`config.mk`:
```
export PLATFORM = sky130hd
export DESIGN_NAME = rs485_driver_enable_control
export DESIGN_NICKNAME = d
export VERILOG_FILES = /design/src/hdl/rs485_enable_pkg.sv /design/src/hdl/rs485_driver_enable_control.sv
export SDC_FILE = /design/constraint.sdc
export NUM_CORES = 1
export LEC_CHECK = 0
export ABC_CLOCK_PERIOD_IN_PS = 4900
export BUFFER_PORTS_ARGS = -buffer_cell sky130_fd_sc_hd__buf_2
export CORE_MARGIN = 5
export CORE_UTILIZATION = 60
export CTS_CLUSTER_DIAMETER = 60
export DETAILED_ROUTE_END_ITERATION = 12
export PLACE_DENSITY = 0.84
export SLEW_MARGIN = 10
export SYNTH_ARGS = -nofsm -noshare
export SYNTH_HDL_FRONTEND = slang
export SYNTH_SLANG_ARGS = --single-unit
```
`constraint.sdc`:
```
create_clock -name pclk -period 4.9 [get_ports pclk]
set_input_delay 0.98 -clock pclk [delete_from_list [all_inputs] [get_ports pclk]]
set_output_delay 0.98 -clock pclk [all_outputs]
set_load 0.01 [all_outputs]
```
`src/hdl/rs485_enable_pkg.sv`:
```
// Constants, types and register map for the line driver enable controller.
// Assumes a single 20 MHz clock and a 32-bit APB register port.
package rs485_enable_pkg;

    // ****************************************************************
    // Timing
    // ****************************************************************
    localparam int CLK_HZ      = 20_000_000;
    localparam int BAUD_MIN    = 1200;
    localparam int BAUD_MAX    = 115200;
    localparam int FRAME_BITS  = 10;
    localparam int HOLD_BITS   = 2;
    // Longest bit period rounds up, shortest rounds down
    localparam int PERIOD_MAX_CYC = (CLK_HZ + BAUD_MIN - 1) / BAUD_MIN;
    localparam int PERIOD_MIN_CYC = CLK_HZ / BAUD_MAX;
    localparam int GLITCH_CYC     = PERIOD_MIN_CYC / 2;
    localparam int RELEARN_CYC    = 12 * PERIOD_MAX_CYC;
    localparam int EST_W          = 15;
    localparam int CNT_W          = 20;

    // ****************************************************************
    // Register map
    // ****************************************************************
    localparam int          ADDR_W        = 12;
    localparam logic [11:0] REG_CTRL      = 12'h000;
    localparam logic [11:0] REG_STATUS    = 12'h004;
    localparam logic [11:0] REG_PERIOD    = 12'h008;
    localparam int          CTRL_OVR_BIT  = 0;
    localparam int          CTRL_MODE_LSB = 1;
    localparam logic [2:0]  CTRL_RESET    = 3'h0;

    // ****************************************************************
    // Types
    // ****************************************************************
    typedef enum logic [1:0] {
        MODE_ALWAYS,
        MODE_AUTO,
        MODE_RTS,
        MODE_DATA
    } drive_mode_t;

    typedef struct packed {
        logic data;
        logic oe;
    } line_t;

    typedef struct packed {
        logic        busy;
        logic        oe;
        logic        locked;
        drive_mode_t mode;
    } status_t;

endpackage : rs485_enable_pkg

```
`src/hdl/rs485_driver_enable_control.sv`:
```
// Line driver enable controller with autobaud, RTS and data-gated modes.
// Assumes host serial inputs already synchronous to pclk.
//
// Overview of operation
// - Full-duplex mode keeps driver always enabled
// - Non-transmitting station keeps driver tri-stated
// - Auto mode measures baud and gates driver
// - Up to 38.4K release within 4 bits
// - At 57.6K release within 10 bits
// - At 115.2K release within 20 bits
// - RTS mode drives only while RTS asserted
// - Data mode tri-states on a one bit
// - Data mode drives on a zero bit
// - Data passes at all rates, all modes
`timescale 1ns/1ps
module rs485_driver_enable_control
    import rs485_enable_pkg::*;
#(
    parameter int RELEARN_CYCLES = rs485_enable_pkg::RELEARN_CYC
) (
    input  wire logic                         pclk,    // Clock, 20 MHz
    input  wire logic                         presetn, // Async reset
    input  wire logic                         clk_en,  // State freeze
    input  wire logic                         psel,    // APB select
    input  wire logic                         penable, // APB enable
    input  wire logic                         pwrite,  // APB direction
    input  wire logic [rs485_enable_pkg::ADDR_W-1:0] paddr, // APB addr
    input  wire logic [31:0]                  pwdata,  // APB write data
    output logic      [31:0]                  prdata,  // APB read data
    output logic                              pready,  // APB ready
    output logic                              pslverr, // APB error
    input  wire logic                         txd,     // Host data
    input  wire logic                         rts_req, // Host RTS
    input  wire logic [1:0]                   driver_mode_switch, // Mode
    output rs485_enable_pkg::line_t           line     // Driver pins
);
    import rs485_enable_pkg::*;

    // ****************************************************************
    // Elaboration checks
    // ****************************************************************
    generate
        if (RELEARN_CYCLES < 1 || RELEARN_CYCLES >= (1 << CNT_W)) begin : g_bad
            $error("RELEARN_CYCLES out of counter range");
        end
    endgenerate

    localparam logic [CNT_W-1:0] RELEARN_LIM = CNT_W'(RELEARN_CYCLES);
    localparam logic [EST_W-1:0] EST_MAX     = EST_W'(PERIOD_MAX_CYC);
    localparam logic [EST_W-1:0] EST_GLITCH  = EST_W'(GLITCH_CYC);

    // Period times bit count, kept wide until the final cut
    function automatic logic [CNT_W-1:0] bits_of(
        input logic [EST_W-1:0] period,
        input int unsigned      nbits
    );
        logic [CNT_W+7:0] prod;
        prod    = {8'h00, (CNT_W-EST_W)'(0), period} * (CNT_W+8)'(nbits);
        bits_of = prod[CNT_W-1:0];
    endfunction : bits_of

    // ****************************************************************
    // State
    // ****************************************************************
    logic [2:0]       ctrl;
    drive_mode_t      active_mode;
    logic             txd_q;
    logic             frame_open;
    logic             locked;
    logic [CNT_W-1:0] elapsed;
    logic [EST_W-1:0] run_cnt;
    logic [EST_W-1:0] est;

    // ****************************************************************
    // Decode
    // ****************************************************************
    wire              fall      = txd_q & ~txd;
    wire              edge_seen = txd_q ^ txd;
    // A fall after nine and a half bits is a new start bit
    wire [CNT_W-1:0]  restart_at = bits_of(est, FRAME_BITS - 1)
                                 + CNT_W'(est[EST_W-1:1]);
    wire [CNT_W-1:0]  release_at = bits_of(est, FRAME_BITS + HOLD_BITS);
    wire              past_frame = elapsed >= restart_at;
    wire              close_now  = frame_open & txd & (elapsed >= release_at);
    // Long idle forgets the rate so a slower host can relock
    wire              relearn    = ~frame_open & (elapsed >= RELEARN_LIM);
    wire              run_ok     = frame_open & edge_seen
                                 & (run_cnt >= EST_GLITCH) & (run_cnt < est);
    wire drive_mode_t req_mode   = ctrl[CTRL_OVR_BIT]
                                 ? drive_mode_t'(ctrl[CTRL_MODE_LSB +: 2])
                                 : drive_mode_t'(driver_mode_switch);
    wire              mode_free  = ~frame_open & txd;
    wire              apb_setup  = psel & ~penable;
    wire              apb_write  = psel & penable & pwrite;
    wire              hit_ctrl   = paddr == REG_CTRL;
    wire              hit_status = paddr == REG_STATUS;
    wire              hit_period = paddr == REG_PERIOD;
    wire              mapped     = hit_ctrl | hit_status | hit_period;
    status_t          status;
    logic             next_oe;

    assign status = '{busy: frame_open, oe: line.oe, locked: locked,
                      mode: active_mode};

    always_comb begin
        next_oe = 1'b0;
        unique case (active_mode)
            MODE_ALWAYS: next_oe = 1'b1;
            MODE_AUTO:   next_oe = (frame_open & ~close_now) | fall;
            MODE_RTS:    next_oe = rts_req;
            MODE_DATA:   next_oe = ~txd;
        endcase
    end

    // ****************************************************************
    // APB slave
    // ****************************************************************
    // Registers answer in the access cycle, no wait states
    assign pready  = 1'b1;
    assign pslverr = psel & penable & ~mapped;

    always_ff @(posedge pclk or negedge presetn) begin
        if (!presetn) begin
            ctrl   <= CTRL_RESET;
            prdata <= 32'h0000_0000;
        end else if (clk_en) begin
            if (apb_write && hit_ctrl) begin
                ctrl <= pwdata[2:0];
            end
            if (apb_setup) begin
                prdata <= hit_ctrl   ? {29'h0, ctrl} :
                          hit_status ? {27'h0, status} :
                          hit_period ? {17'h0, est} : 32'h0000_0000;
            end
        end
    end

    // ****************************************************************
    // Mode latch
    // ****************************************************************
    always_ff @(posedge pclk or negedge presetn) begin
        if (!presetn) begin
            active_mode <= MODE_ALWAYS;
        end else if (clk_en) begin
            if (mode_free) begin
                active_mode <= req_mode;
            end
        end
    end

    // ****************************************************************
    // Frame tracker and baud estimate
    // ****************************************************************
    always_ff @(posedge pclk or negedge presetn) begin
        if (!presetn) begin
            txd_q      <= 1'b1;
            frame_open <= 1'b0;
            elapsed    <= '0;
            run_cnt    <= '0;
        end else if (clk_en) begin
            txd_q <= txd;
            if (edge_seen) begin
                run_cnt <= '0;
            end else if (run_cnt != EST_MAX) begin
                run_cnt <= run_cnt + EST_W'(1);
            end
            // frames open on a start edge
            if (fall && (!frame_open || past_frame)) begin
                frame_open <= 1'b1;
                elapsed    <= '0;
            end else if (close_now || relearn) begin
                frame_open <= 1'b0;
                elapsed    <= '0;
            end else if (elapsed != '1) begin
                elapsed <= elapsed + CNT_W'(1);
            end
        end
    end

    always_ff @(posedge pclk or negedge presetn) begin
        if (!presetn) begin
            est    <= EST_MAX;
            locked <= 1'b0;
        end else if (clk_en) begin
            // shortest run is one bit period
            if (relearn) begin
                est    <= EST_MAX;
                locked <= 1'b0;
            end else if (run_ok) begin
                est    <= run_cnt;
                locked <= 1'b1;
            end
        end
    end

    // ****************************************************************
    // Line outputs
    // ****************************************************************
    always_ff @(posedge pclk or negedge presetn) begin
        if (!presetn) begin
            line <= '{data: 1'b1, oe: 1'b1};
        end else if (clk_en) begin
            line.data <= txd;
            line.oe   <= next_oe;
        end
    end

    // ****************************************************************
    // Assertions
    // ****************************************************************
    // Cycles the driver stays on past its release point
    logic [CNT_W-1:0] over_cnt;
    always_ff @(posedge pclk or negedge presetn) begin
        if (!presetn) begin
            over_cnt <= '0;
        end else if (clk_en) begin
            if (active_mode == MODE_AUTO && line.oe && txd && frame_open
                && elapsed >= release_at && over_cnt != '1) begin
                over_cnt <= over_cnt + CNT_W'(1);
            end else begin
                over_cnt <= '0;
            end
        end
    end

    a_always_on: assert property (@(posedge pclk) disable iff (!presetn)
        ($past(clk_en) && $past(active_mode) == MODE_ALWAYS) |-> line.oe)
        else $error("driver dropped in always mode");

    a_idle_off: assert property (@(posedge pclk) disable iff (!presetn)
        ($past(clk_en) && $past(active_mode) == MODE_AUTO
         && !$past(frame_open) && $past(txd)) |-> !line.oe)
        else $error("driver on while idle in auto mode");

    a_auto_start: assert property (@(posedge pclk) disable iff (!presetn)
        (clk_en && active_mode == MODE_AUTO && fall) |=> line.oe)
        else $error("start bit not driven in auto mode");

    a_release_bound: assert property (@(posedge pclk)
        disable iff (!presetn) over_cnt <= CNT_W'(2))
        else $error("driver held past hold window");

    a_rts_follow: assert property (@(posedge pclk) disable iff (!presetn)
        ($past(clk_en) && $past(active_mode) == MODE_RTS)
        |-> line.oe == $past(rts_req))
        else $error("driver does not follow RTS");

    a_data_one: assert property (@(posedge pclk) disable iff (!presetn)
        (clk_en && active_mode == MODE_DATA && txd) |=> !line.oe)
        else $error("driver on for a one bit");

    a_data_zero: assert property (@(posedge pclk) disable iff (!presetn)
        (clk_en && active_mode == MODE_DATA && !txd)
        |=> (line.oe && !line.data))
        else $error("driver not pulling low for a zero bit");

    a_data_pass: assert property (@(posedge pclk) disable iff (!presetn)
        $past(clk_en) |-> line.data == $past(txd))
        else $error("line data does not follow host data");

    a_mode_static: assert property (@(posedge pclk)
        disable iff (!presetn)
        (active_mode != $past(active_mode)) |-> $past(mode_free && clk_en))
        else $error("mode changed inside a character");

    a_period_floor: assert property (@(posedge pclk)
        disable iff (!presetn)
        est >= EST_GLITCH)
        else $error("bit period estimate below glitch floor");

    a_frame_on: assert property (@(posedge pclk) disable iff (!presetn)
        (clk_en && active_mode == MODE_AUTO && frame_open && !close_now)
        |=> line.oe)
        else $error("driver dropped inside an open frame");

    a_lock_est: assert property (@(posedge pclk) disable iff (!presetn)
        locked |-> est != EST_MAX)
        else $error("locked with no measured period");

    a_rate_relearn: assert property (@(posedge pclk)
        disable iff (!presetn)
        (clk_en && relearn) |=> (!locked && est == EST_MAX))
        else $error("rate not forgotten after long idle");

    a_rts_idle: assert property (@(posedge pclk) disable iff (!presetn)
        ($past(clk_en) && $past(active_mode) == MODE_RTS && !$past(rts_req))
        |-> !line.oe)
        else $error("driver on while RTS is low");

endmodule : rs485_driver_enable_control

```
# Word level (Yosys, flattened, before mapping)
# Index checks and enable logic that the tools add are counted.
# word_totals
wordCells,83
in_bits,54
regBits,91
# classes
n_mul,2
reduce_logical,18
bitwise,22
n_lt_le_gt_ge,5
eq_ne,7
mux,16
addsub,3
# op_table
cell,count
15-bit 2-to-1 mux,7
20-bit 2-to-1 mux,3
19-bit by 14-bit adder with 20-bit output,1
20-bit by 1-bit adder with 20-bit output (second input constant),1
20-bit by 18-bit >= comparator with 1-bit output (second input constant),1
20-bit by 19-bit >= comparator with 1-bit output,1
20-bit >= comparator,1
20-bit inequality test (second input constant),1
15-bit by 4-bit multiplier with 19-bit output (second input constant),1
15-bit by 2-bit multiplier with 17-bit output (second input constant),1
15-bit by 1-bit adder with 15-bit output (second input constant),1
15-bit by 7-bit >= comparator with 1-bit output (second input constant),1
15-bit less-than comparator,1
15-bit inequality test (second input constant),1
2-bit AND reduction,7
1-bit bitwise AND,13
12-bit by 3-bit == test with 1-bit output (second input constant),1
12-bit by 4-bit == test with 1-bit output (second input constant),1
12-bit zero test,1
2-bit nonzero test,3
1-bit NOT,5
2-bit == test (second input constant),2
1-bit 2-to-1 mux,4
1-bit case mux with 4 select lines,1
9 further kinds,13

# Depth between registers and ports, before layout
# Gate-level depths: netlist of the first run.
# logic_depth
word_depth,7
ltp_mapped,22

# Least setup slack after synthesis of the first run
# Ideal clock, no wire load.
# synth_path
path_type,register -> register
from,register est[5]
to,register elapsed[18]
synth_period_minus_slack_ns,4.565
t_arrival_ns,4.501
setup_time_ns,0.064
path_stages_with_launch,21
path_slack_ns,0.335
path_cell_list,dfrtp_1 > ha_1 > inv_1 > fa_1 > inv_1 > ha_1 > or3_1 > and4_1 > a21oi_1 > a211oi_1 > o21ai_0 > nand2b_1 > xnor2_1 > ha_1 > a21oi_1 > and2b_2 > a2111oi_4 > o211ai_4 > buf_6 > nor4_4 > a21o_1
# synth_between
elab_chain_len,7
word_cells_on_any_way,13
# synth_rtl
element,line,text
from (decl),rs485_driver_enable_control.sv:72,logic [EST_W-1:0] est;
from (signal assigned),rs485_driver_enable_control.sv:190,est <= run_cnt;
15-bit by 4-bit multiplier with 19-bit output,rs485_driver_enable_control.sv:58,"prod = {8'h00, (CNT_W-EST_W)'(0), period} * (CNT_W+8)'(nbits);"
19-bit by 14-bit adder with 20-bit output,rs485_driver_enable_control.sv:81,+ CNT_W'(est[EST_W-1:1]);
20-bit >= comparator,rs485_driver_enable_control.sv:83,wire past_frame = elapsed >= restart_at;
1-bit logical OR,rs485_driver_enable_control.sv:168,if (fall && (!frame_open || past_frame)) begin
1-bit logical AND,rs485_driver_enable_control.sv:168,
3-bit nonzero test (no source line),--,
2-bit AND reduction (no source line),--,
to (signal assigned),rs485_driver_enable_control.sv:175,elapsed <= elapsed + CNT_W'(1);
to (decl),rs485_driver_enable_control.sv:70,logic [CNT_W-1:0] elapsed;
# Several ways; a longest one is shown, not always the timed one.
# A chain may end at the register's enable or synchronous reset.

# Worst setup path after layout of the first run
# layout_path
from,register est[3]
to,register elapsed[11]
# The elaborated chain is that of the path after synthesis.

==> results of run 1 <==
[worst register-to-register path, cell delays in order (launching register included)]
cell and delay (ns):
dfstp_2 0.59, buf_4 0.14, ha_1 0.25, fa_1 0.52, ha_4 0.22, or3_1 0.36, and4_1 0.23, a21oi_2 0.16
a211oi_2 0.10, o21ai_1 0.17, nand2b_1 0.16, xnor2_2 0.18, ha_1 0.31, a21oi_1 0.12, and2b_2 0.24, a2111oi_4 0.35
o211ai_4 0.15, buf_12 0.16, clkbuf_16 0.16, o211ai_2 0.14, o21a_1 0.13
[worst max path at each step]
stage | endpoint | from | cells past startpoint | slack, ns
global route | elapsed[11]$_DFFE_PN0P_ | est[1]$_DFFE_PN1P_ | 22 | -0.15
finish | elapsed[11]$_DFFE_PN0P_ | est[3]$_DFFE_PN1P_ | 20 | 0.01
floorplan | elapsed[18]$_DFFE_PN0P_ | est[5]$_DFFE_PN0P_ | 20 | 0.33
global placement | elapsed[18]$_DFFE_PN0P_ | est[1]$_DFFE_PN1P_ | 23 | 0.008
detailed placement | elapsed[19]$_DFFE_PN0P_ | est[1]$_DFFE_PN1P_ | 23 | -0.25
CTS | elapsed[7]$_DFFE_PN0P_ | est[1]$_DFFE_PN1P_ | 20 | 0.006
[sequential cells by signal, indices dropped and copies added (netlist names)]
| signal | cells |
|---|---|
| elapsed | 20 |
| est | 15 |
| prdata | 15 |
| run_cnt | 15 |
| ctrl | 3 |
| active_mode | 2 |
| line | 2 |
| frame_open | 1 |
| locked | 1 |
[per-layer routing]
layer  vias to the layer above  GRT usage [%]
li1                       2928              -
met1                      3070           31.5
met2                       245           45.6
met3                        81           3.19
met4                         0           10.4
met5                         -              0
[metrics by stage]
| stage | cell area, um^2 | setup TNS, ns | utilization (%) | instances |
|---|---|---|---|---|
| final | 8310 | 0 | 73.1 | 1013 |
| after global routing | 8310 | -1.71 | 73.1 | 1013 |
| after CTS | 7710 | 0 | 67.8 | 992 |
| after detailed placement | 7430 | -3.81 | 65.3 | 977 |
| after global placement | 7430 | 0 | 65.3 | 977 |
| after floorplan | 6960 | 0 | - | 790 |
[report_power, final]
part / switching, mW / internal, mW
clock network: 0.271 / 0.341
registers: 0.0874 / 0.654
logic: 0.157 / 0.113
[cell families (layout without fill, tap and decap cells)]
logic type	after synthesis	after routing	share of synthesized area, %
AO/OA/AOI/OAI	199	199	19.8
AND/OR/NAND/NOR	228	228	17.0
multiplexers	11	11	1.70
other	2	18	0.109
XOR/XNOR	39	39	4.95
adder cells (fa/ha/maj)	115	115	22.3
flip-flops	74	74	27.0
buffers and inverters	106	186	7.18
[Yosys cell counts, types with 12 or more instances]
| cell | number | area (um^2) |
|---|---|---|
| nand2_1 | 61 | 229 |
| nor3_1 | 12 | 60.1 |
| o21ai_0 | 49 | 245 |
| nand3_1 | 20 | 100 |
| inv_1 | 72 | 270 |
| a21oi_1 | 41 | 205 |
| nor2_1 | 52 | 195 |
| xor2_1 | 22 | 193 |
| buf_4 | 19 | 143 |
| fa_1 | 13 | 260 |
| ha_1 | 102 | 1280 |
| nand4_1 | 13 | 81.3 |
| dfrtp_1 | 66 | 1650 |
| a21o_1 | 31 | 233 |
| xnor2_1 | 17 | 149 |
[repair_timing]
item                                    in CTS  in global routing
hold buffers                                 0                  0
gates cloned                                 0                  2
gates resized for setup                      4                 85
endpoints found under the setup margin      20                 21
setup buffers                                0                 19
pin swaps                                    1                 47
[area by class of cell]
class | instances | area share, %
Clock buffer | 9 | 2.71
Clock inverter | 6 | 0.512
Inverter | 72 | 3.25
Multi-Input combinational cell | 610 | 60.4
Sequential cell | 74 | 22.4
Tap cell | 143 | 2.15
Timing Repair Buffer | 99 | 8.51
==> results.md, run 1 <==
- Hold path start: prdata[1]$_DFFE_PN0P_
- Initial Utilization: 60.7%
- Clock root buffer: clkbuf_16
- Met3 routed WL: 933 um
- Peak Freq: 205 MHz
- Worst-Margin Slew: 0.967 ns
- Synth Flop Type: dfrtp_1
- Reg2reg start: est[3]$_DFFE_PN1P_
- Worst setup margin: 0.0122 ns
- Die height: 117 um
- Buf/Inv on CP: 3
- Die Span X: 117 um
- Pre-CTS setup slack: -0.245 ns
- P&R area growth vs syn: 20.4%
- Syn Inst Count: 774
- Hold path endpoint: prdata[1]$_DFFE_PN0P_
- Hold crit path type: flip-flop to flip-flop
- Pins Over Slew Limit: 0
- Crit end category: flip-flop
- Syn_area_per_cell: 8.92 um^2
- Congestion Overflow GR: 0
- Power Density: 196 mW/mm^2
- Yosys warnings: 0
- DRC: 0
- Skew final: 0.00774 ns
- R2r setup slk: 0.01 ns
- WP data arrival: 5.18 ns
- CTS Buf Count: 9
- Largest net degree at the start of global routing: 75
- Highest metal used: met4
- Hpwl dp: 13000 um
- Highest-count cells in the layout ignoring fill and taps: 91 x ha_1, 69 x inv_1, 66 x dfrtp_1
- I/O Pins: 90
- Peak supply drop: 221 uV
- Clock slew at reported path FFs: 0.06 ns
- Final total power: 1.62 mW
- Max-Cap Viols: 0
- All-Layer GR Usage: 25.7%
- Clk buf depth: 2
- Most common cell after layout, fill and taps aside: ha_1
- Post-synthesis sequential area ratio: 27.0%
- Post-synth ARST share: 100%
- CP Cell Sequence: buf_4 -> ha_1 -> fa_1 -> ha_4 -> or3_1 -> and4_1 -> a21oi_2 -> a211oi_2 -> o21ai_1 -> nand2b_1 -> xnor2_2 -> ha_1 -> a21oi_1 -> and2b_2 -> a2111oi_4 -> o211ai_4 -> buf_12 -> clkbuf_16 -> o211ai_2 -> o21a_1
- Filler cells: 769
- DR vias: 6324
- Data required time at the worst endpoint: 5.19 ns
- Post-synth cell types: 67
- Antenna violations before repair: 0
- Setup CP Type: flip-flop to flip-flop
- Routed Antenna Nets: 0
- Sequential cell area: 0.00186 mm^2
- Seq cells post-synth: 74
- Mapped Area: 0.00690 mm^2
- Period utilization: 99.8%
- N_diodes: 0
- RSZ-0062 raised after global routing: yes
- Drt first pass iters: 5
- Die area: 0.0137 mm^2
- Fin nets: 1035
- RD Place Congestion: 0.803
- Number of placement rows: 39
- Final hold vios: 0
- Vias in the first global route: 6015
- First-pass GRT wire length: 27800 um
- Final hold slack: 0.494 ns
- Crit path top cell by count: ha_1
- Clock Sink Count: 74
- Clk_lat worst skew: 0.35 ns
- Delay of the slowest cell on the worst path: 0.59 ns
- TritonCTS clock tree: done
- Met2 wire length: 9910 um
- Core Area: 0.0114 mm^2
- Crit path launch type: flip-flop
- Post-route minimum period: 4.89 ns
- WL/cell: 18.9 um
- Max-slew headroom: 35.5%
- H-tree Lvls: 3
- 1st-iter DRT viols: 496
- Final wirelength: 19100 um
- IO Port Bufs: 42
- Cell depth of the worst flop-to-flop path: 20
- Crit-path leading delay family: compound AO/OA/AOI/OAI gates
- Cell at the slowest stage of the critical path: dfstp_2
- Vias per cell: 6.24
- Number of setup violations in the final report: 0
- Share of cells above drive strength 1: 23.2%
- Multi-input gate area: 0.00502 mm^2
- Run status: finished clean
- Post-synth EDFFs: 0
- Hold depth: 2
- Worst r2r dst: elapsed[11]$_DFFE_PN0P_
- Leak Pwr: 4.14 nW
- Max FO, Critical Path: 6
- Met1 WL: 7440 um
No activity file was read; power rests on OpenSTA's default activity.
==> run 2, diff against run 1 <==
--- a/config.mk
+++ b/config.mk
@@ -5,6 +5,7 @@
 export SDC_FILE = /design/constraint.sdc
 export NUM_CORES = 1
 export LEC_CHECK = 0
+export ABC_AREA = 1
 export ABC_CLOCK_PERIOD_IN_PS = 4900
 export BUFFER_PORTS_ARGS = -buffer_cell sky130_fd_sc_hd__buf_2
 export CORE_MARGIN = 5
==> run 2 against run 1 <==
  * Global-route usage up 0.49 points
  * Area after synthesis rose by 10%
  * Total power is 120% higher
  * First-iteration DRC count rose by 22%
  * Flip-flop and latch count did not move
  * Synthesized cell count up 36%
  * Critical path type unchanged
  * Clock skew about the same
  * Clock power grew 11%
  * Via count rose by 11%
  * Register-to-register slack better by 0.34 ns
  * Clock-buffer cell count grew 1
==> results.md, run 2 <==
- TritonCTS clock tree: done
- Core Area: 0.0125 mm^2
- Peak Freq: 220 MHz
- Final hold vios: 0
- Post-synth cell types: 44
- Drt first pass iters: 5
- Post-synth top area share: 21.8%
- N_diodes: 0
- Met2 wire length: 8380 um
- P&R area growth vs syn: 7.27%
- Met3 routed WL: 1080 um
- Clock Sink Count: 74
- Skew final: 0.00746 ns
- Post-CTS sizing: 0
- Yosys warnings: 0
- Data required time at the worst endpoint: 5.18 ns
- Worst r2r dst: elapsed[4]$_DFFE_PN0P_
- Clk buf depth: 2
- Share of cells above drive strength 1: 8.54%
- I/O Pins: 90
- Power Density: 447 mW/mm^2
- Top reg by flops: elapsed
- Number of setup violations in the final report: 0
- Vias in the first global route: 6292
- Clock root buffer: clkbuf_16
- Largest area contributor in the netlist: dfrtp_1
- Worst-Margin Slew: 0.984 ns
- Number of placement rows: 41
- Syn_area_per_cell: 7.24 um^2
- RD Place Congestion: 0.955
- Largest net degree at the start of global routing: 75
- Post-CTS setup buffers: 0
- IO Port Bufs: 42
- Post-route minimum period: 4.55 ns
- Routed Antenna Nets: 0
- Seq cells post-synth: 74
- H-tree Lvls: 3
- Post-synth ARST share: 100%
- Run status: finished clean
- Reg2reg start: est[4]$_DFFE_PN1P_
- Congestion Overflow GR: 0
- Post-synthesis sequential area ratio: 24.5%
- Antenna violations before repair: 0
- Setup CP Type: flip-flop to flip-flop
- Clock slew at reported path FFs: 0.06 ns
- WL/cell: 15.0 um
- Die Span X: 122 um
- DRC: 0
- WP data arrival: 4.83 ns
- Most common cell after layout, fill and taps aside: nand2_1
- Largest register FFs: 20
- 1st-iter DRT viols: 607
- Hpwl dp: 14500 um
- Crit path launch type: flip-flop
- Met1 WL: 8960 um
- CTS Buf Count: 9
- Placed inst area: 0.00783 mm^2
- Post-Layout Inst Area: 0.00814 mm^2
- Final total power: 3.64 mW
- Post-synth EDFFs: 0
- Crit end category: flip-flop
- Clk_lat worst skew: 0.35 ns
- Hold path endpoint: prdata[3]$_DFFE_PN0P_
- Initial Utilization: 60.6%
- Mapped Area: 0.00759 mm^2
- Die height: 122 um
- Fin nets: 1253
- Pins Over Slew Limit: 0
- RSZ-0062 raised after global routing: no
- Final wirelength: 18900 um
- Max-Cap Viols: 0
- DR vias: 6996
- Synth Flop Type: dfrtp_1
- R2r setup slk: 0.35 ns
- Hold depth: 2
- First-pass GRT wire length: 31100 um
- Vias per cell: 5.55
- Hold crit path type: flip-flop to flip-flop
- Fin cells: 1261
- Max-slew headroom: 34.4%
- Hold buffer count at cts: 0
- Peak supply drop: 308 uV
- Cell depth of the worst flop-to-flop path: 24
- Hold path start: prdata[3]$_DFFE_PN0P_
- Top cells by area, synth: dfrtp_1 22%, ha_1 17%, nand2_1 12%, inv_1 7.3%, nand3_1 5.3%
- Top cells by count, synth: 239 x nand2_1, 148 x inv_1, 102 x ha_1
- Syn Inst Count: 1049
- Period utilization: 92.8%
- Max FO, Critical Path: 21
- Most common cell in the netlist: nand2_1
- Placed cell count: 1245
- Leak Pwr: 4.41 nW
- Highest metal used: met4
- Highest-count cells in the layout ignoring fill and taps: 239 x nand2_1, 148 x inv_1, 102 x ha_1
- All-Layer GR Usage: 26.1%
- Final hold slack: 0.475 ns
- Setup TNS: 0 ns
- Die area: 0.0150 mm^2
-- run 2: cell types whose count changed after synthesis, sizes merged, moves of 14 or more --
cell,change
nor2,+27
a21o,-26
a21oi,+19
nor3,+14
nand2,+183
nand3,+63
inv,+79
xor2,+14
-- run 2: routing by layer --
layer | track usage [%] | up-vias
met1 | 38.5 | 3242
met2 | 39.2 | 214
met3 | 4.06 | 34
met5 | 0 | -
met4 | 8.61 | 0
li1 | - | 3506
-- run 2: cell families after synthesis --
logic type | Yosys count | share of synthesized area [%]
other | 2 | 0.0989
AO/OA/AOI/OAI | 161 | 12.4
AND/OR/NAND/NOR | 456 | 25.8
flip-flops | 74 | 24.5
multiplexers | 1 | 0.148
buffers and inverters | 192 | 11.2
XOR/XNOR | 48 | 5.54
adder cells (fa/ha/maj) | 115 | 20.2
-- run 2: critical path: stages, from the launching register on --
cell and delay (ns):
dfstp_2 0.60, ha_1 0.26, fa_1 0.46, ha_1 0.37
nand3_1 0.11, nand2_1 0.12, nand2_1 0.08, a22oi_2 0.20
nand2_1 0.08, nand2_1 0.16, nand3_1 0.10, nand2_1 0.08
xor2_1 0.19, ha_1 0.27, a21oi_1 0.17, nor2_1 0.06
nor2_1 0.13, inv_1 0.05, nor2_1 0.19, nand3_1 0.12
nand2_1 0.15, nand2_2 0.11, nand2_4 0.21, nand3_1 0.12
nand2_1 0.09
-- run 2: worst max path at each step --
stage / slack (ns) / start / endpoint / cells past startpoint
CTS: 0.23 / est[4]$_DFFE_PN1P_ / elapsed[4]$_DFFE_PN0P_ / 24
global route: 0.01 / est[4]$_DFFE_PN1P_ / elapsed[4]$_DFFE_PN0P_ / 24
global placement: 0.36 / est[4]$_DFFE_PN1P_ / elapsed[8]$_DFFE_PN0P_ / 24
floorplan: 1.05 / est[4]$_DFFE_PN1P_ / elapsed[5]$_DFFE_PN0P_ / 25
detailed placement: 0.34 / est[4]$_DFFE_PN1P_ / elapsed[3]$_DFFE_PN0P_ / 24
finish: 0.35 / est[4]$_DFFE_PN1P_ / elapsed[4]$_DFFE_PN0P_ / 24
-- run 2: power by group --
group	leakage, nW	internal, mW	switching (mW)
Sequential	0.975	0.706	0.138
Clock	0.143	0.396	0.283
Combinational	3.29	0.827	1.29
-- run 2: layout make-up --
class,count,area (um^2)
fill,1139,4380
clock inverter,6,65.1
tap,172,215
timing repair buffer,46,243
sequential,74,1860
multi-input combinational,799,4950
inverter,154,578
clock buffer,10,229
-- run 2: per-stage QoR --
stage	utilization (%)	setup slack (ns)
4_1_cts	64.9	0.234
5_1_grt	65.0	0.0108
2_1_floorplan	-	1.05
6_report	65.0	0.354
3_5_place_dp	62.6	0.336
3_3_place_gp	62.6	0.363
